File: config.mk
export PLATFORM = sky130hd
export DESIGN_NAME = drdac_top
export DESIGN_NICKNAME = d
export VERILOG_FILES = /design/src/verilog/drdac_sync.v /design/src/verilog/drdac_chan.v /design/src/verilog/drdac_top.v
export VERILOG_INCLUDE_DIRS = /design/src /design/src/verilog
export SDC_FILE = /design/constraint.sdc
export NUM_CORES = 1
export LEC_CHECK = 0
export BUFFER_PORTS_ARGS = -buffer_cell sky130_fd_sc_hd__buf_2
export CAP_MARGIN = 5
export CORE_ASPECT_RATIO = 1.2
export CORE_MARGIN = 2
export CORE_UTILIZATION = 37
export CTS_CLUSTER_SIZE = 14
export DETAILED_ROUTE_END_ITERATION = 16
export SETUP_SLACK_MARGIN = 0.02
export SYNTH_ARGS = -nofsm -noshare
export SYNTH_HDL_FRONTEND = slang
export SYNTH_HIERARCHICAL = 1
export SYNTH_SLANG_ARGS = --single-unit
File: constraint.sdc
create_clock -name REF_CLK_I -period 4.9 [get_ports REF_CLK_I]
set_clock_uncertainty 0.05 [all_clocks]
set_input_delay 0.98 -clock REF_CLK_I [delete_from_list [all_inputs] [get_ports REF_CLK_I]]
set_output_delay 0.98 -clock REF_CLK_I [all_outputs]
set_load 0.02 [all_outputs]
File: src/verilog/drdac_map.vh
// address, instruction field and preset constants for the dual wiper latch slave
`ifndef DRDAC_MAP_VH
`define DRDAC_MAP_VH
`define DRDAC_ADDR_FIXED   5'h0b
`define DRDAC_INS_CHAN     7
`define DRDAC_INS_MID      6
`define DRDAC_INS_SHUTDOWN_PIN_N     5
`define DRDAC_INS_GP1      4
`define DRDAC_INS_GP2      3
`define DRDAC_MIDSCALE     8'h80
`define DRDAC_BYTE_BITS    4'h8
`endif

File: src/verilog/drdac_sync.v
// two-flop synchroniser for one asynchronous level
`timescale 1ns/1ps
module drdac_sync (
  input  wire clk_i,
  input  wire rst_i,
  input  wire rst_val_i,
  input  wire d_i,
  output reg  q_o
);
  reg meta;

  always @(posedge clk_i) begin
    if (rst_i) begin
      meta <= rst_val_i;
      q_o  <= rst_val_i;
    end else begin
      meta <= d_i;
      q_o  <= meta;
    end
  end
  // reset level per pin matches its idle level, so no false edge follows reset
endmodule // drdac_sync

File: src/verilog/drdac_chan.v
// one wiper latch channel; shutdown drives the open and tie outputs, not the code
`timescale 1ns/1ps
`include "drdac_map.vh"
module drdac_chan (
  input  wire       clk_i,
  input  wire       rst_i,
  input  wire       load_i,
  input  wire       mid_i,
  input  wire [7:0] data_i,
  input  wire       shutdown_pin_n_i,
  output reg  [7:0] latch_o,
  output reg        open_a_o,
  output reg        wiper_b_o
);
  always @(posedge clk_i) begin
    if (rst_i) begin
      latch_o   <= `DRDAC_MIDSCALE;
      open_a_o  <= 1'b0;
      wiper_b_o <= 1'b0;
    end else begin
      if (mid_i)
        latch_o <= `DRDAC_MIDSCALE;
      else if (load_i)
        latch_o <= data_i;
      open_a_o  <= shutdown_pin_n_i;
      wiper_b_o <= shutdown_pin_n_i;
    end
  end
endmodule // drdac_chan

File: src/verilog/drdac_top.v
// two-wire slave controlling two wiper latches and two logic outputs
// ----------------------------------------------------------------
// ----------------------------------------------------------------
`timescale 1ns/1ps
`include "drdac_map.vh"
module drdac_top (
  input  wire       REF_CLK_I,
  input  wire       RESET_I,
  input  wire       SCL_I,
  input  wire       SDA_I,
  output reg        SDA_O,
  output reg        SDA_OE_O,
  input  wire       ADDR_STRAP_LSB_I,
  input  wire       ADDR_STRAP_MSB_I,
  input  wire       SHUTDOWN_PIN_N_I,
  output reg  [7:0] WIPER_LATCH1_O,
  output reg  [7:0] WIPER_LATCH2_O,
  output reg        OPEN_A1_O,
  output reg        OPEN_A2_O,
  output reg        WIPER_TO_B1_O,
  output reg        WIPER_TO_B2_O,
  output reg        GP_OUT_FIRST_O,
  output reg        GP_OUT_SECOND_O
);
  // ----------------------------------------------------------------
  // state codes
  // ----------------------------------------------------------------
  localparam ST_IDLE = 3'h0;
  localparam ST_ADDR = 3'h1;
  localparam ST_INS  = 3'h2;
  localparam ST_DATA = 3'h3;
  localparam ST_RD   = 3'h4;
  localparam ST_ACK  = 3'h5;
  localparam ST_RACK = 3'h6;

  // ----------------------------------------------------------------
  // pin synchronisers
  // ----------------------------------------------------------------
  wire scl_s;
  wire sda_s;
  wire shutdown_pin_n_n_s;
  wire str_lsb_s;
  wire str_msb_s;

  drdac_sync u_scl (.clk_i(REF_CLK_I), .rst_i(RESET_I), .rst_val_i(1'b1), .d_i(SCL_I),
                    .q_o(scl_s));
  drdac_sync u_sda (.clk_i(REF_CLK_I), .rst_i(RESET_I), .rst_val_i(1'b1), .d_i(SDA_I),
                    .q_o(sda_s));
  drdac_sync u_shd (.clk_i(REF_CLK_I), .rst_i(RESET_I), .rst_val_i(1'b1),
                    .d_i(SHUTDOWN_PIN_N_I), .q_o(shutdown_pin_n_n_s));
  drdac_sync u_al  (.clk_i(REF_CLK_I), .rst_i(RESET_I), .rst_val_i(1'b1),
                    .d_i(ADDR_STRAP_LSB_I), .q_o(str_lsb_s));
  drdac_sync u_am  (.clk_i(REF_CLK_I), .rst_i(RESET_I), .rst_val_i(1'b1),
                    .d_i(ADDR_STRAP_MSB_I), .q_o(str_msb_s));

  // ----------------------------------------------------------------
  // edge and condition detection
  // ----------------------------------------------------------------
  reg scl_d;
  reg sda_d;
  wire scl_rise = scl_s & ~scl_d;
  wire scl_fall = ~scl_s & scl_d;
  // start and stop are sda moving while scl stays high; data never moves then
  wire start_c  = scl_s & scl_d & sda_d & ~sda_s;
  wire stop_c   = scl_s & scl_d & ~sda_d & sda_s;

  // ----------------------------------------------------------------
  // protocol state
  // ----------------------------------------------------------------
  reg [2:0] state;
  reg [2:0] ret;
  reg [3:0] bitcnt;
  reg [7:0] shreg;
  reg [7:0] ins;
  reg       mid_pend;
  reg       sd_ch1;
  reg       sd_ch2;
  reg       load1;
  reg       load2;
  reg       mid1;
  reg       mid2;
  reg       rd_nack;

  wire [7:0] lat1;
  wire [7:0] lat2;
  wire       oa1;
  wire       oa2;
  wire       wb1;
  wire       wb2;
  // reads return the latch of the last instruction's channel, channel one after reset
  wire [7:0] rd_byte = ins[`DRDAC_INS_CHAN] ? lat2 : lat1;
  wire [6:0] my_addr = {`DRDAC_ADDR_FIXED, str_msb_s, str_lsb_s};

  always @(posedge REF_CLK_I) begin
    if (RESET_I) begin
      scl_d    <= 1'b1;
      sda_d    <= 1'b1;
      state    <= ST_IDLE;
      ret      <= ST_IDLE;
      bitcnt   <= 4'h0;
      shreg    <= 8'h00;
      ins      <= 8'h00;
      mid_pend <= 1'b0;
      sd_ch1   <= 1'b0;
      sd_ch2   <= 1'b0;
      load1    <= 1'b0;
      load2    <= 1'b0;
      mid1     <= 1'b0;
      mid2     <= 1'b0;
      rd_nack  <= 1'b0;
      SDA_O    <= 1'b0;
      SDA_OE_O <= 1'b0;
      GP_OUT_FIRST_O  <= 1'b0;
      GP_OUT_SECOND_O <= 1'b0;
    end else begin
      scl_d <= scl_s;
      sda_d <= sda_s;
      load1 <= 1'b0;
      load2 <= 1'b0;
      mid1  <= 1'b0;
      mid2  <= 1'b0;
      if (start_c) begin
        state    <= ST_ADDR;
        bitcnt   <= 4'h0;
        SDA_OE_O <= 1'b0;
      end else if (stop_c) begin
        state    <= ST_IDLE;
        SDA_OE_O <= 1'b0;
      end else begin
        case (state)
          ST_IDLE: begin
            SDA_OE_O <= 1'b0;
          end
          ST_ADDR, ST_INS, ST_DATA: begin
            if (scl_rise) begin
              shreg  <= {shreg[6:0], sda_s};
              bitcnt <= bitcnt + 4'h1;
            end
            if (scl_fall && bitcnt == `DRDAC_BYTE_BITS) begin
              bitcnt <= 4'h0;
              if (state == ST_ADDR) begin
                if (shreg[7:1] == my_addr) begin
                  SDA_OE_O <= 1'b1;
                  if (shreg[0]) begin
                    ret <= ST_RD;
                  end else begin
                    ret <= ST_INS;
                  end
                  state <= ST_ACK;
                end else begin
                  state <= ST_IDLE;
                end
              end else if (state == ST_INS) begin
                // low three bits are don't care
                ins      <= shreg;
                mid_pend <= shreg[`DRDAC_INS_MID];
                // each channel keeps its own shutdown bit until it is addressed again
                if (shreg[`DRDAC_INS_CHAN]) begin
                  sd_ch2 <= shreg[`DRDAC_INS_SHUTDOWN_PIN_N];
                end else begin
                  sd_ch1 <= shreg[`DRDAC_INS_SHUTDOWN_PIN_N];
                end
                GP_OUT_FIRST_O  <= shreg[`DRDAC_INS_GP1];
                GP_OUT_SECOND_O <= shreg[`DRDAC_INS_GP2];
                if (shreg[`DRDAC_INS_MID]) begin
                  mid1 <= ~shreg[`DRDAC_INS_CHAN];
                  mid2 <= shreg[`DRDAC_INS_CHAN];
                end
                SDA_OE_O <= 1'b1;
                ret      <= ST_DATA;
                state    <= ST_ACK;
              end else begin
                // midscale instruction holds the latch at centre for each data byte
                if (mid_pend) begin
                  mid1 <= ~ins[`DRDAC_INS_CHAN];
                  mid2 <= ins[`DRDAC_INS_CHAN];
                end else begin
                  load1 <= ~ins[`DRDAC_INS_CHAN];
                  load2 <= ins[`DRDAC_INS_CHAN];
                end
                SDA_OE_O <= 1'b1;
                ret      <= ST_DATA;
                state    <= ST_ACK;
              end
            end
          end
          ST_ACK: begin
            SDA_O <= 1'b0;
            if (scl_fall) begin
              if (ret == ST_RD) begin
                // first data bit driven straight after the address ack
                SDA_OE_O <= ~rd_byte[7];
                shreg    <= {rd_byte[6:0], 1'b0};
                bitcnt   <= 4'h1;
              end else begin
                SDA_OE_O <= 1'b0;
                bitcnt   <= 4'h0;
              end
              state <= ret;
            end
          end
          ST_RD: begin
            // open drain: enable only to pull low
            if (scl_fall) begin
              if (bitcnt == `DRDAC_BYTE_BITS) begin
                SDA_OE_O <= 1'b0;
                state    <= ST_RACK;
              end else begin
                SDA_OE_O <= ~shreg[7];
                shreg    <= {shreg[6:0], 1'b0};
                bitcnt   <= bitcnt + 4'h1;
              end
            end
          end
          ST_RACK: begin
            if (scl_rise)
              rd_nack <= sda_s;
            if (scl_fall) begin
              if (rd_nack) begin
                state <= ST_IDLE;
              end else begin
                // master acked: repeated read of the same latch
                SDA_OE_O <= ~rd_byte[7];
                shreg    <= {rd_byte[6:0], 1'b0};
                bitcnt   <= 4'h1;
                state    <= ST_RD;
              end
            end
          end
          default: begin
            state <= ST_IDLE;
          end
        endcase
      end
    end
  end

  // ----------------------------------------------------------------
  // wiper latches; code 0 sits beside B, each step one tap toward A
  // ----------------------------------------------------------------
  // the pin shuts both channels, the instruction bit only its own one
  wire sd1 = ~shutdown_pin_n_n_s | sd_ch1;
  wire sd2 = ~shutdown_pin_n_n_s | sd_ch2;

  drdac_chan u_ch1 (
    .clk_i     (REF_CLK_I),
    .rst_i     (RESET_I),
    .load_i    (load1),
    .mid_i     (mid1),
    .data_i    (shreg),
    .shutdown_pin_n_i    (sd1),
    .latch_o   (lat1),
    .open_a_o  (oa1),
    .wiper_b_o (wb1)
  );
  drdac_chan u_ch2 (
    .clk_i     (REF_CLK_I),
    .rst_i     (RESET_I),
    .load_i    (load2),
    .mid_i     (mid2),
    .data_i    (shreg),
    .shutdown_pin_n_i    (sd2),
    .latch_o   (lat2),
    .open_a_o  (oa2),
    .wiper_b_o (wb2)
  );

  always @(posedge REF_CLK_I) begin
    if (RESET_I) begin
      WIPER_LATCH1_O <= `DRDAC_MIDSCALE;
      WIPER_LATCH2_O <= `DRDAC_MIDSCALE;
      OPEN_A1_O      <= 1'b0;
      OPEN_A2_O      <= 1'b0;
      WIPER_TO_B1_O  <= 1'b0;
      WIPER_TO_B2_O  <= 1'b0;
    end else begin
      // latch value passes unchanged in shutdown so the wiper returns afterwards
      WIPER_LATCH1_O <= lat1;
      WIPER_LATCH2_O <= lat2;
      OPEN_A1_O      <= oa1;
      OPEN_A2_O      <= oa2;
      WIPER_TO_B1_O  <= wb1;
      WIPER_TO_B2_O  <= wb2;
    end
  end
endmodule // drdac_top

# After elaboration in Yosys (flattened, before gate mapping)
# Cells that the tools add are included.
# classes
n_eq_ne,27
n_mux,48
n_addsub,1
reduce_logical,21
bitwise_logic,23
# op_table
op,n
$mux W8,8
$mux W3,11
$pmux W8 S4,1
$mux W4,7
$reduce_and A7 Y1,3
$ne A4 B4 Y1 const B,5
$mux W1,18
$ne A2 B2 Y1 const B,9
$reduce_and A6 Y1,3
$pmux W4 S4,1
$pmux W3 S5,1
$not A1 Y1,14
$eq A3 B3 Y1 const B,4
$reduce_and A10 Y1,1
$ne A3 B3 Y1 const B,3
$reduce_and A8 Y1,1
$reduce_or A8 Y1,1
$and A1 B1 Y1,7
$eq A7 B6 Y1,1
$eq A3 B2 Y1 const B,2
$reduce_or A2 Y1,3
$reduce_or A3 Y1,2
$reduce_or A6 Y1,1
$pmux W1 S5,1
11 further kinds,12
# totals
inputBits,7
regBits,85
elab_cells,157
output_inout_bits,24

# Longest topological paths before layout
# Gate-level depths: netlist (run 1).
# depth
ltp_word,7
ltp_mapped,8

# By module
# Netlist (run 1), hierarchy kept.
# by_module_without_submodules
module,seq_area_each_um2,n_inst,area_each_um2,cells_per_inst
drdac_top,1041.0,1,2448.6,264
drdac_chan,180.2,2,327.8,30
drdac_sync,40.0,5,62.6,4

# Worst setup path before layout (run 1)
# OpenSTA, ideal clock, no wires.
# synth_path
kind,input to register
start,input RESET_I
end,register state[2]
t_required_ps,4749
stages,3
path_slack_ps,3029
n_path_buf,1
arrival_time_ps,1720
setup_time_ps,101
cell_sequence,buf_2 -> or2_2 -> o41ai_1
# synth_via
elab_chain_cells,1
# synth_lines
item,line_no,text
from (decl),drdac_top.v:8,"input wire RESET_I,"
$reduce_or A3 Y1 (no source line),--,
to (signal assigned),drdac_top.v:199,state <= ret;
to (decl),drdac_top.v:70,reg [2:0] state;
# No other way between the ends.
# A chain may end at the register's enable or synchronous reset.

# Worst setup path after layout (run 1)
# layout_path
start,register state[0]
end,register shreg[7]
# layout_via
elab_chain_cells,4
elab_cells_between_ends,17
cone_classes,13 x eq/ne; 1 x mux; 3 x reduce/logical
# layout_lines
item,line_no,text
$eq A3 B1 Y1 or $eq A3 B2 Y1 (tied branches),drdac_top.v:130,case (state)
$reduce_or A3 Y1,drdac_top.v:130,
$ne A2 B2 Y1 (no source line) or $reduce_bool A4 Y1 (tied branches),--,
$reduce_and A10 Y1 (no source line),--,
to (signal assigned),drdac_top.v:136,"shreg <= {shreg[6:0], sda_s};"
to (signal assigned),drdac_top.v:193,"shreg <= {rd_byte[6:0], 1'b0};"
to (signal assigned),drdac_top.v:210,"shreg <= {shreg[6:0], 1'b0};"
to (decl),drdac_top.v:73,reg [7:0] shreg;
# Parallel ways exist; a longest one is shown, timed or not.

==> results of run 1 <==
-- final cells by class --
type | instances | area, um2 | area share
clock buffers | 9 | 124 | 0.0322
repair buffers | 30 | 153 | 0.0397
inverters | 7 | 26.3 | 0.00683
well taps | 120 | 150 | 0.0390
multi-input cells | 247 | 1720 | 0.447
clock inverters | 7 | 72.6 | 0.0189
flip-flops and latches | 80 | 1600 | 0.416
-- power by group through the flow --
stage / registers [W] / clock network [W] / logic, W
final: 0.000676 / 0.000477 / 0.0000811
after global routing: 0.000678 / 0.000523 / 0.0000912
after CTS: 0.000676 / 0.000496 / 0.0000822
after detailed placement: 0.000691 / 0 / 0.0000818
after global placement: 0.000690 / 0 / 0.0000814
after floorplan: 0.000690 / 0 / 0.0000648
-- state kept, by name, summed over array words and instances, names as in the netlist, 3 cells and up --
name            count
u_ch1/latch_o       8
ret                 3
ins                 4
WIPER_LATCH1_O      8
u_ch2/latch_o       8
WIPER_LATCH2_O      8
state               3
bitcnt              4
shreg               8
-- kinds of logic after synthesis --
group,share of synthesized area
simple gates,0.203
compound gates,0.111
buf+inv,0.0381
other cells,0.00220
mux,0.164
xor+xnor,0.00513
fa+ha+maj,0.00732
flops,0.469
-- per-layer routing --
metal / routed length, um / track usage / up-vias
met5: 0 / 0 / -
met4: 105 / 0.0544 / 0
met3: 331 / 0.0332 / 7
met2: 3400 / 0.252 / 80
met1: 2980 / 0.186 / 1105
li1: - / - / 1245
-- path summary, 6_finish.rpt --
path / slack (ns) / depth (start not counted) / end
worst max-delay path: 2.62 / 5 / shreg[7]
worst max register to register: 2.62 / 5 / shreg[7]
worst min-delay path: 0.41 / 1 / OPEN_A2_O
worst min register to register: 0.41 / 1 / OPEN_A2_O
-- cell usage in the layout (no fill, tap or decap), types with 4 or more instances in the layout --
cell type  synthesis  routed
nor2_1            44      44
mux2_2            25      25
or2_2              6       6
o21ai_0            8       8
buf_2              5      29
inv_1              7       7
nand3_1            4       4
a21oi_1           11      11
o21a_1             4       4
dfxtp_1           80      80
mux2i_1           28      28
nand4_1            4       4
nand2b_1           6       6
conb_1             2      11
a31oi_1            4       4
nand2_1           13      13
clkbuf_8           0       9
nor2b_1           28      28
-- through the flow --
stage / power [W] / util / instance area, um2 / std cells
2_1_floorplan: 0.000754 / - / 3450 / 353
3_3_place_gp: 0.000772 / 0.404 / 3650 / 484
3_5_place_dp: 0.000773 / 0.404 / 3650 / 484
4_1_cts: 0.00125 / 0.426 / 3850 / 500
5_1_grt: 0.00129 / 0.426 / 3850 / 500
6_report: 0.00123 / 0.426 / 3850 / 500
==> results by group, run 1 <==
Clocking
  • CTS Sinks: 80
  • CTS Hold Bufs: 0
  • Root Driver: clkbuf_8
  • Num CTS Buffers: 9
  • Postcts setup bufs: 0
  • Worst skew pair latency: 0.36 ns
  • Clock Path Buffers: 2
  • Clock-pin slew of the registers on the worst-case setup and hold paths: 0.09 ns
  • CTS tree: built
  • CTS H-tree depth: 3
  • Post-CTS sizing: 0

Worst setup path
  • CP Max Fanout: 17
  • Worst path max stage delay: 0.71 ns
  • CP bufs+invs: 0
  • WP data required: 5.09 ns
  • Critical path startpoint: state[0]
  • Reg2reg start: state[0]
  • WS Path Type: flop to flop
  • Most used cell, CP: nor2_1
  • CP arrival: 2.47 ns
  • Crit. End Element: flop
  • Crit start category: flop
  • Critical-path cell list: nor2_1 > a21boi_4 > nor4_4 > mux2i_1 > nor2_1
  • CP max stage cell: nor4_4
  • Top delay family on crit path: simple AND/OR/NAND/NOR gates

Drt
  • Routed Antenna Nets: 0
  • Wire per inst: 13.6 um
  • Detailed Route WL: 6820 um
  • First-pass DRT Iterations: 4
  • Iter 0 DRT Violations: 135
  • Via density: 4.87
  • Residual DRC: 0
  • Vias: 2437

Pwr
  • Switching share of power: 0.272
  • P_int: 0.000898 W
  • P_sw: 0.000335 W
  • Flop pwr share: 0.548
  • Power density cells: 321 mW/mm2
  • Maximum vdd drop: 0.000150 V
  • Clock share of power: 0.387
  • Comb pwr share: 0.066
  • Leakage power: 1.54 nW

STA
  • Pins Over Slew Limit: 0
  • Worst-Margin Slew: 0.804 ns
  • Hold Fails Final Rpt: 0
  • Unrepaired setup endpoints after global routing: false
  • Worst slew margin: 0.463
  • Max Fclk: 0.438 GHz
  • Setup TNS: 0 ns
  • Worst hold slack: 0.411 ns
  • Final Cycle Share: 0.466
  • Final setup fails: 0
  • Final min period: 2.28 ns
  • Final WS setup: 2.62 ns

Yosys
  • Number of flops mapped to enable cells by yosys: 0
  • Largest cells by area after synthesis: dfxtp_1 (47%), mux2_2 (8.2%), mux2i_1 (8.2%)
  • Top_reg_cell synth: dfxtp_1
  • Post-synthesis sequential element count: 80
  • Yosys warns: 6
  • Register area share after synthesis: 0.469
  • Top cells by count, synth: dfxtp_1 (80), nor2_1 (44), mux2i_1 (28), nor2b_1 (28), mux2_2 (25)
  • Cell area after synthesis: 0.00342 mm2
  • Syn avg cell area: 9.93 um2
  • Top cell type by total area after synthesis: dfxtp_1
  • Most common cell in the netlist: dfxtp_1
  • Synth cell types: 55
  • Yosys top cell area share: 0.469
  • Gate Count Post-Synth: 344
  • Async set-reset flop share out of synthesis: 0

Global route
  • GRT Residual Overflow: 0
  • First-pass GRT wire length: 11800 um
  • Antenna violations before repair: 0
  • Largest net degree at the start of global routing: 42
  • GRT Total Usage: 0.149
  • Vias in the first global route: 2337

Hold path
  • Worst hold-check path type: flop to flop
  • Hold_sp: u_ch2/wiper_b_o

Floorplanning
  • Die Footprint: 0.0100 mm2
  • I/O pin total: 31
  • DIE WIDTH: 91.7 um
  • Initial Utilization: 0.378
  • Core footprint: 0.00903 mm2
  • # rows: 38
  • Chip height: 109 um

Final layout
  • Layout net count: 384
  • # diodes: 0
  • Share of cells above drive strength 1: 0.224
  • Fillers: 890
  • Area Growth Syn to Fin: 12.6%

Run
  • Max-cap viol count: 0

Placed design
  • I/O Buffers: 29
  • HPWL after DPL: 4700 um
  • DP Worst Slack: 2.50 ns
  • GP Congestion: 0.846

Run status
  • Status: completed
Note: power is estimated with default switching activity, not from simulation.
==> run 2, diff against run 1 <==
==> constraint.sdc (replaced) <==
create_clock -name REF_CLK_I -period 1.96 [get_ports REF_CLK_I]
set_clock_uncertainty 0.05 [all_clocks]
set_input_delay 0.392 -clock REF_CLK_I [delete_from_list [all_inputs] [get_ports REF_CLK_I]]
set_output_delay 0.392 -clock REF_CLK_I [all_outputs]
set_load 0.02 [all_outputs]
==> results by group, run 2 (synthesis results as in run 1) <==
STA
  • Hold Fails Final Rpt: 0 (unchanged)
  • Pins Over Slew Limit: 0 (unchanged)
  • Final min period: 1.89 ns (was 2.28 ns)
  • Final WS setup: 0.0694 ns (was 2.62 ns)
  • Worst-Margin Slew: 0.503 ns (was 0.804 ns)
  • Final Cycle Share: 0.965 (was 0.466)
  • Unrepaired setup endpoints after global routing: true (was false)
  • Worst hold slack: 0.200 ns (was 0.411 ns)
  • Worst slew margin: 0.664 (was 0.463)
  • Max Fclk: 0.529 GHz (was 0.438 GHz)
  • Setup TNS: 0 ns (unchanged)
  • Final setup fails: 0 (unchanged)

Hold path
  • Hold endpoint: u_scl/meta (was OPEN_A2_O)
  • Hold Path Stages: 2 (was 1)
  • Worst hold-check path type: input port to flop (was flop to flop)
  • Hold_sp: SCL_I (was u_ch2/wiper_b_o)

Final layout
  • Share of cells above drive strength 1: 0.304 (was 0.224)
  • Area of the multi-input gates: 0.00173 mm2 (was 0.00172 mm2)
  • Area Growth Syn to Fin: 21.0% (was 12.6%)
  • Fillers: 917 (was 890)
  • Layout net count: 418 (was 384)
  • # diodes: 0 (unchanged)
  • Leading cell type in the layout, fill and taps excluded: dfxtp_1 (unchanged)
  • Storage element area: 0.00161 mm2 (was 0.00160 mm2)
  • Commonest non-fill, non-tap cells in the layout: dfxtp_1 (77), nor2_1 (42), buf_4 (34), buf_2 (29) (was dfxtp_1 (80), nor2_1 (44), buf_2 (29), nor2b_1 (28), mux2i_1 (28))

Clocking
  • Worst skew pair latency: 0.36 ns (about the same)
  • CTS Hold Bufs: 0 (unchanged)
  • CTS H-tree depth: 3 (unchanged)
  • Num CTS Buffers: 9 (unchanged)
  • CTS tree: built (unchanged)
  • Root Driver: clkbuf_8 (unchanged)
  • CTS Sinks: 80 (unchanged)
  • Clock-pin slew of the registers on the worst-case setup and hold paths: 0.09 ns (about the same)
  • Clock Path Buffers: 2 (unchanged)

Drt
  • Via density: 4.78 (was 4.87)
  • Met3 WL: 233 um (was 331 um)
  • Residual DRC: 0 (unchanged)
  • Met2 Wirelength: 3880 um (was 3400 um)
  • First-pass DRT Iterations: 4 (unchanged)
  • Wire per inst: 13.6 um (about the same)
  • Detailed Route WL: 7280 um (was 6820 um)
  • Routed Antenna Nets: 0 (unchanged)
  • WL met1: 3020 um (was 2980 um)
  • Iter 0 DRT Violations: 101 (was 135)
  • Vias: 2551 (was 2437)
  • Max layer used: met4 (unchanged)

Floorplanning
  • DIE WIDTH: 91.7 um (unchanged)
  • I/O pin total: 31 (unchanged)
  • # rows: 38 (unchanged)
  • Core footprint: 0.00903 mm2 (unchanged)
  • Chip height: 109 um (unchanged)
  • Die Footprint: 0.0100 mm2 (unchanged)
  • Initial Utilization: 0.378 (unchanged)

Worst setup path
  • CP Max Fanout: 8 (was 17)
  • CP arrival: 2.11 ns (was 2.47 ns)
  • Crit. End Element: flop (unchanged)
  • Reg2Reg Setup Slack: 0.07 ns (was 2.62 ns)
  • WS Path Type: flop to flop (unchanged)
  • Reg-to-reg endpoint: ret[2] (was shreg[7])
  • Reg2reg start: bitcnt[0] (was state[0])
  • Crit start category: flop (unchanged)
  • FF-to-FF path depth: 6 (was 5)
  • WP data required: 2.18 ns (was 5.09 ns)

Global route
  • First-pass GRT wire length: 12000 um (was 11800 um)
  • Largest net degree at the start of global routing: 24 (was 42)
  • GRT Total Usage: 0.156 (was 0.149)
  • Antenna violations before repair: 0 (unchanged)
  • Vias in the first global route: 2477 (was 2337)
  • GRT Residual Overflow: 0 (unchanged)

Pwr
  • Leakage power: 1.72 nW (was 1.54 nW)
  • Maximum vdd drop: 0.000321 V (was 0.000150 V)
  • Power density cells: 768 mW/mm2 (was 321 mW/mm2)

Placed design
  • DP Worst Slack: -0.0423 ns (was 2.50 ns)
  • HPWL after DPL: 5440 um (was 4700 um)
  • GP Congestion: 0.941 (was 0.846)
  • I/O Buffers: 29 (unchanged)

Run
  • Max-cap viol count: 0 (unchanged)

Run status
  • Status: completed (unchanged)
[run 2: changes by cell type in the layout (fill, tap and decap cells not counted), sizes merged]
cell,before,now
buf,30,64
bufinv,0,1
inv,12,10
clkinvlp,1,2
[run 2: how the worst max path moves through the flow]
stage | startpoint | slack, ns | endpoint | depth (start not counted)
2_1_floorplan | shreg[2] | 0.12 | ret[2] | 5
3_3_place_gp | bitcnt[0] | 0.04 | bitcnt[1] | 7
3_5_place_dp | bitcnt[0] | -0.04 | bitcnt[3] | 7
4_1_cts | shreg[2] | 0.03 | ret[2] | 5
5_1_grt | bitcnt[0] | 0.02 | bitcnt[0] | 8
6_report | bitcnt[0] | 0.07 | ret[2] | 6
[run 2: area by class of cell]
type	instances	share of cell area
clock buffer	9	0.0300
clock inverter	7	0.0185
inverter	7	0.00636
multi-input combinational	247	0.419
sequential	80	0.388
tap	120	0.0363
timing repair buffer	64	0.102
[run 2: per-stage QoR]
stage          instances  cell area (um2)   util  total power [W]
6_report             534             4130  0.458          0.00318
5_1_grt              534             4130  0.458          0.00334
4_1_cts              532             4110  0.455          0.00323
3_5_place_dp         515             3890  0.431          0.00197
3_3_place_gp         515             3890  0.431          0.00197
2_1_floorplan        353             3450      -          0.00189
[run 2: critical path, stage by stage (launching register included)]
cell and delay [ns]:
dfxtp_1 0.34, inv_1 0.09, ha_2 0.19, nand3b_4 0.12, or3_1 0.41, or4_1 0.53, o31ai_1 0.08
[run 2: where the power goes]
part | internal, W | switching (W) | leakage [nW]
Combinational | 0.000120 | 0.000133 | 0.971
Clock | 0.000599 | 0.000639 | 0.0966
Sequential | 0.00166 | 0.0000242 | 0.652
[run 2: repair_timing]
item                       CTS  global route
gates resized for setup      2             6
buffers inserted             1             2
setup endpoints to repair    5            17
pin swaps                    1             3
[run 2: metal layers]
metal / vias up / global-route usage
met1: 1180 / 0.166
met2: 44 / 0.294
met5: - / 0
met3: 11 / 0.0352
met4: 0 / 0.0704
li1: 1316 / -
==> run 3, diff against run 2 <==
--- a/config.mk
+++ b/config.mk
@@ -13,6 +13,7 @@
 export CORE_UTILIZATION = 37
 export CTS_CLUSTER_SIZE = 14
 export DETAILED_ROUTE_END_ITERATION = 16
+export REMOVE_ABC_BUFFERS = 1
 export SETUP_SLACK_MARGIN = 0.02
 export SYNTH_ARGS = -nofsm -noshare
 export SYNTH_HDL_FRONTEND = slang
==> constraint.sdc (replaced) <==
create_clock -name REF_CLK_I -period 1.75 [get_ports REF_CLK_I]
set_clock_uncertainty 0.05 [all_clocks]
set_input_delay 0.35 -clock REF_CLK_I [delete_from_list [all_inputs] [get_ports REF_CLK_I]]
set_output_delay 0.35 -clock REF_CLK_I [all_outputs]
set_load 0.02 [all_outputs]
==> results by group, run 3 (synthesis results as in run 1) <==
Run status
  • Status: finished with violations (was completed)
  • Failing checks: setup timing

Hold path
  • Hold Path Stages: 2 (unchanged)
  • Worst hold-check path type: input port to flop (unchanged)

STA
  • Max Fclk: 0.535 GHz (was 0.529 GHz)
  • Hold Fails Final Rpt: 0 (unchanged)
  • Setup TNS: -0.209 ns (was 0 ns)
  • Final min period: 1.87 ns (was 1.89 ns)
  • Worst hold slack: 0.169 ns (was 0.200 ns)
  • Worst-Margin Slew: 0.546 ns (was 0.503 ns)
  • Worst slew margin: 0.636 (was 0.664)
  • Final Cycle Share: 1.07 (was 0.965)
  • Final setup fails: 2 (was 0)
  • Unrepaired setup endpoints after global routing: true (unchanged)
  • Final WS setup: -0.120 ns (was 0.0694 ns)
  • Pins Over Slew Limit: 0 (unchanged)

Floorplanning
  • Core footprint: 0.00903 mm2 (unchanged)
  • DIE WIDTH: 91.7 um (unchanged)
  • Chip height: 109 um (unchanged)
  • I/O pin total: 31 (unchanged)
  • # rows: 38 (unchanged)
  • Initial Utilization: 0.378 (unchanged)
  • Die Footprint: 0.0100 mm2 (unchanged)

Clocking
  • Num CTS Buffers: 9 (unchanged)
  • Worst skew pair latency: 0.35 ns (was 0.36 ns)
  • CTS tree: built (unchanged)
  • Clock-pin slew of the registers on the worst-case setup and hold paths: 0.08 ns (was 0.09 ns)
  • CTS Sinks: 80 (unchanged)
  • Root Driver: clkbuf_8 (unchanged)
  • CTS H-tree depth: 3 (unchanged)
  • Clock Path Buffers: 2 (unchanged)

Placed design
  • Post-DP Area: 0.00407 mm2 (was 0.00389 mm2)
  • HPWL after DPL: 5470 um (was 5440 um)
  • GP Congestion: 0.907 (was 0.941)
  • I/O Buffers: 29 (unchanged)
  • DP Worst Slack: -0.136 ns (was -0.0423 ns)

Final layout
  • Leading cell type in the layout, fill and taps excluded: dfxtp_1 (unchanged)
  • Finished Cell Area: 0.00447 mm2 (was 0.00413 mm2)
  • Share of cells above drive strength 1: 0.402 (was 0.304)
  • # diodes: 0 (unchanged)
  • Fillers: 871 (was 917)
  • Area of the multi-input gates: 0.00185 mm2 (was 0.00173 mm2)
  • Storage element area: 0.00161 mm2 (about the same)
  • Commonest non-fill, non-tap cells in the layout: dfxtp_1 (73), buf_4 (56), nor2_1 (39), buf_2 (29), mux2i_1 (28) (was dfxtp_1 (77), nor2_1 (42), buf_4 (34), buf_2 (29))
  • Layout net count: 444 (was 418)
  • Area Growth Syn to Fin: 30.9% (was 21.0%)

Drt
  • Iter 0 DRT Violations: 84 (was 101)
  • Wire per inst: 13.4 um (was 13.6 um)
  • Routed Antenna Nets: 0 (unchanged)
  • First-pass DRT Iterations: 4 (unchanged)
  • Via density: 4.72 (was 4.78)
  • Detailed Route WL: 7530 um (was 7280 um)
  • Vias: 2641 (was 2551)
  • Residual DRC: 0 (unchanged)

Global route
  • Met1 Usage GRT: 0.184 (was 0.166)
  • Largest net degree at the start of global routing: 21 (was 24)
  • GRT Residual Overflow: 0 (unchanged)
  • Met2 Use GR: 0.287 (was 0.294)
  • Met3 usage: 0.0442 (was 0.0352)
  • GRT Total Usage: 0.162 (was 0.156)
  • Antenna violations before repair: 0 (unchanged)
  • Vias in the first global route: 2641 (was 2477)
  • Global-route layer with the greatest usage: met2 (unchanged)
  • First-pass GRT wire length: 12600 um (was 12000 um)

Worst setup path
  • CP arrival: 2.06 ns (was 2.11 ns)
  • Crit. End Element: flop (unchanged)
  • Critical-path cell list: xor2_1 > or4_4 > buf_4 > or2b_1 > a21oi_1 > o41ai_1 (was inv_1 > ha_2 > nand3b_4 > or3_1 > or4_1 > o31ai_1)
  • WS Path Type: flop to flop (unchanged)
  • Worst path max stage delay: 0.55 ns (was 0.53 ns)
  • CP bufs+invs: 1 (unchanged)
  • CP max stage cell: or4_4 (was or4_1)
  • CP Max Fanout: 4 (was 8)
  • Critical path depth: 6 (unchanged)
  • Crit start category: flop (unchanged)
  • Top delay family on crit path: simple AND/OR/NAND/NOR gates (unchanged)
  • FF-to-FF path depth: 6 (unchanged)
  • WP data required: 1.94 ns (was 2.18 ns)

Pwr
  • Power density cells: 802 mW/mm2 (was 768 mW/mm2)
  • Leakage power: 1.87 nW (was 1.72 nW)
  • Maximum vdd drop: 0.000393 V (was 0.000321 V)

Run
  • Max-cap viol count: 0 (unchanged)
-- run 3: what timing repair did --
action	in CTS	in global routing
resized for setup	25	24
pin swaps	11	10
buffers inserted	4	3
endpoints found under the setup margin	25	25
hold buffers	0	0
-- run 3: through the flow --
step                std cells  utilization  total power (W)
global placement          538        0.450          0.00222
global route              560        0.495          0.00377
detailed placement        538        0.450          0.00222
floorplan                 334            -          0.00208
CTS                       557        0.484          0.00364
finish                    560        0.495          0.00359
-- run 3: cell type report --
type                       count  share of cell area
multi-input combinational    247               0.413
sequential                    80               0.360
timing repair buffer          90               0.141
tap                          120              0.0336
clock buffer                  11              0.0316
clock inverter                 5              0.0143
inverter                       7             0.00587
-- run 3: final timing paths --
path | from | end | slack, ns
setup / recovery | shreg[2] | state[2] | -0.12
hold / removal | SDA_I | u_sda/meta | 0.17
setup reg to reg | shreg[2] | state[2] | -0.12
hold reg to reg | u_shd/meta | u_shd/q_o | 0.41
-- run 3: per-layer routing --
metal	wire length, um	share of wire
met5	0	0
met4	215	0.029
met3	257	0.034
met2	3830	0.51
met1	3220	0.43
-- run 3: report_power, final --
part	total, W	switching (W)	internal, W
Clock	0.00138	0.000672	0.000708
Combinational	0.000326	0.000166	0.000159
Sequential	0.00188	0.0000228	0.00186
Total	0.00359	0.000861	0.00273
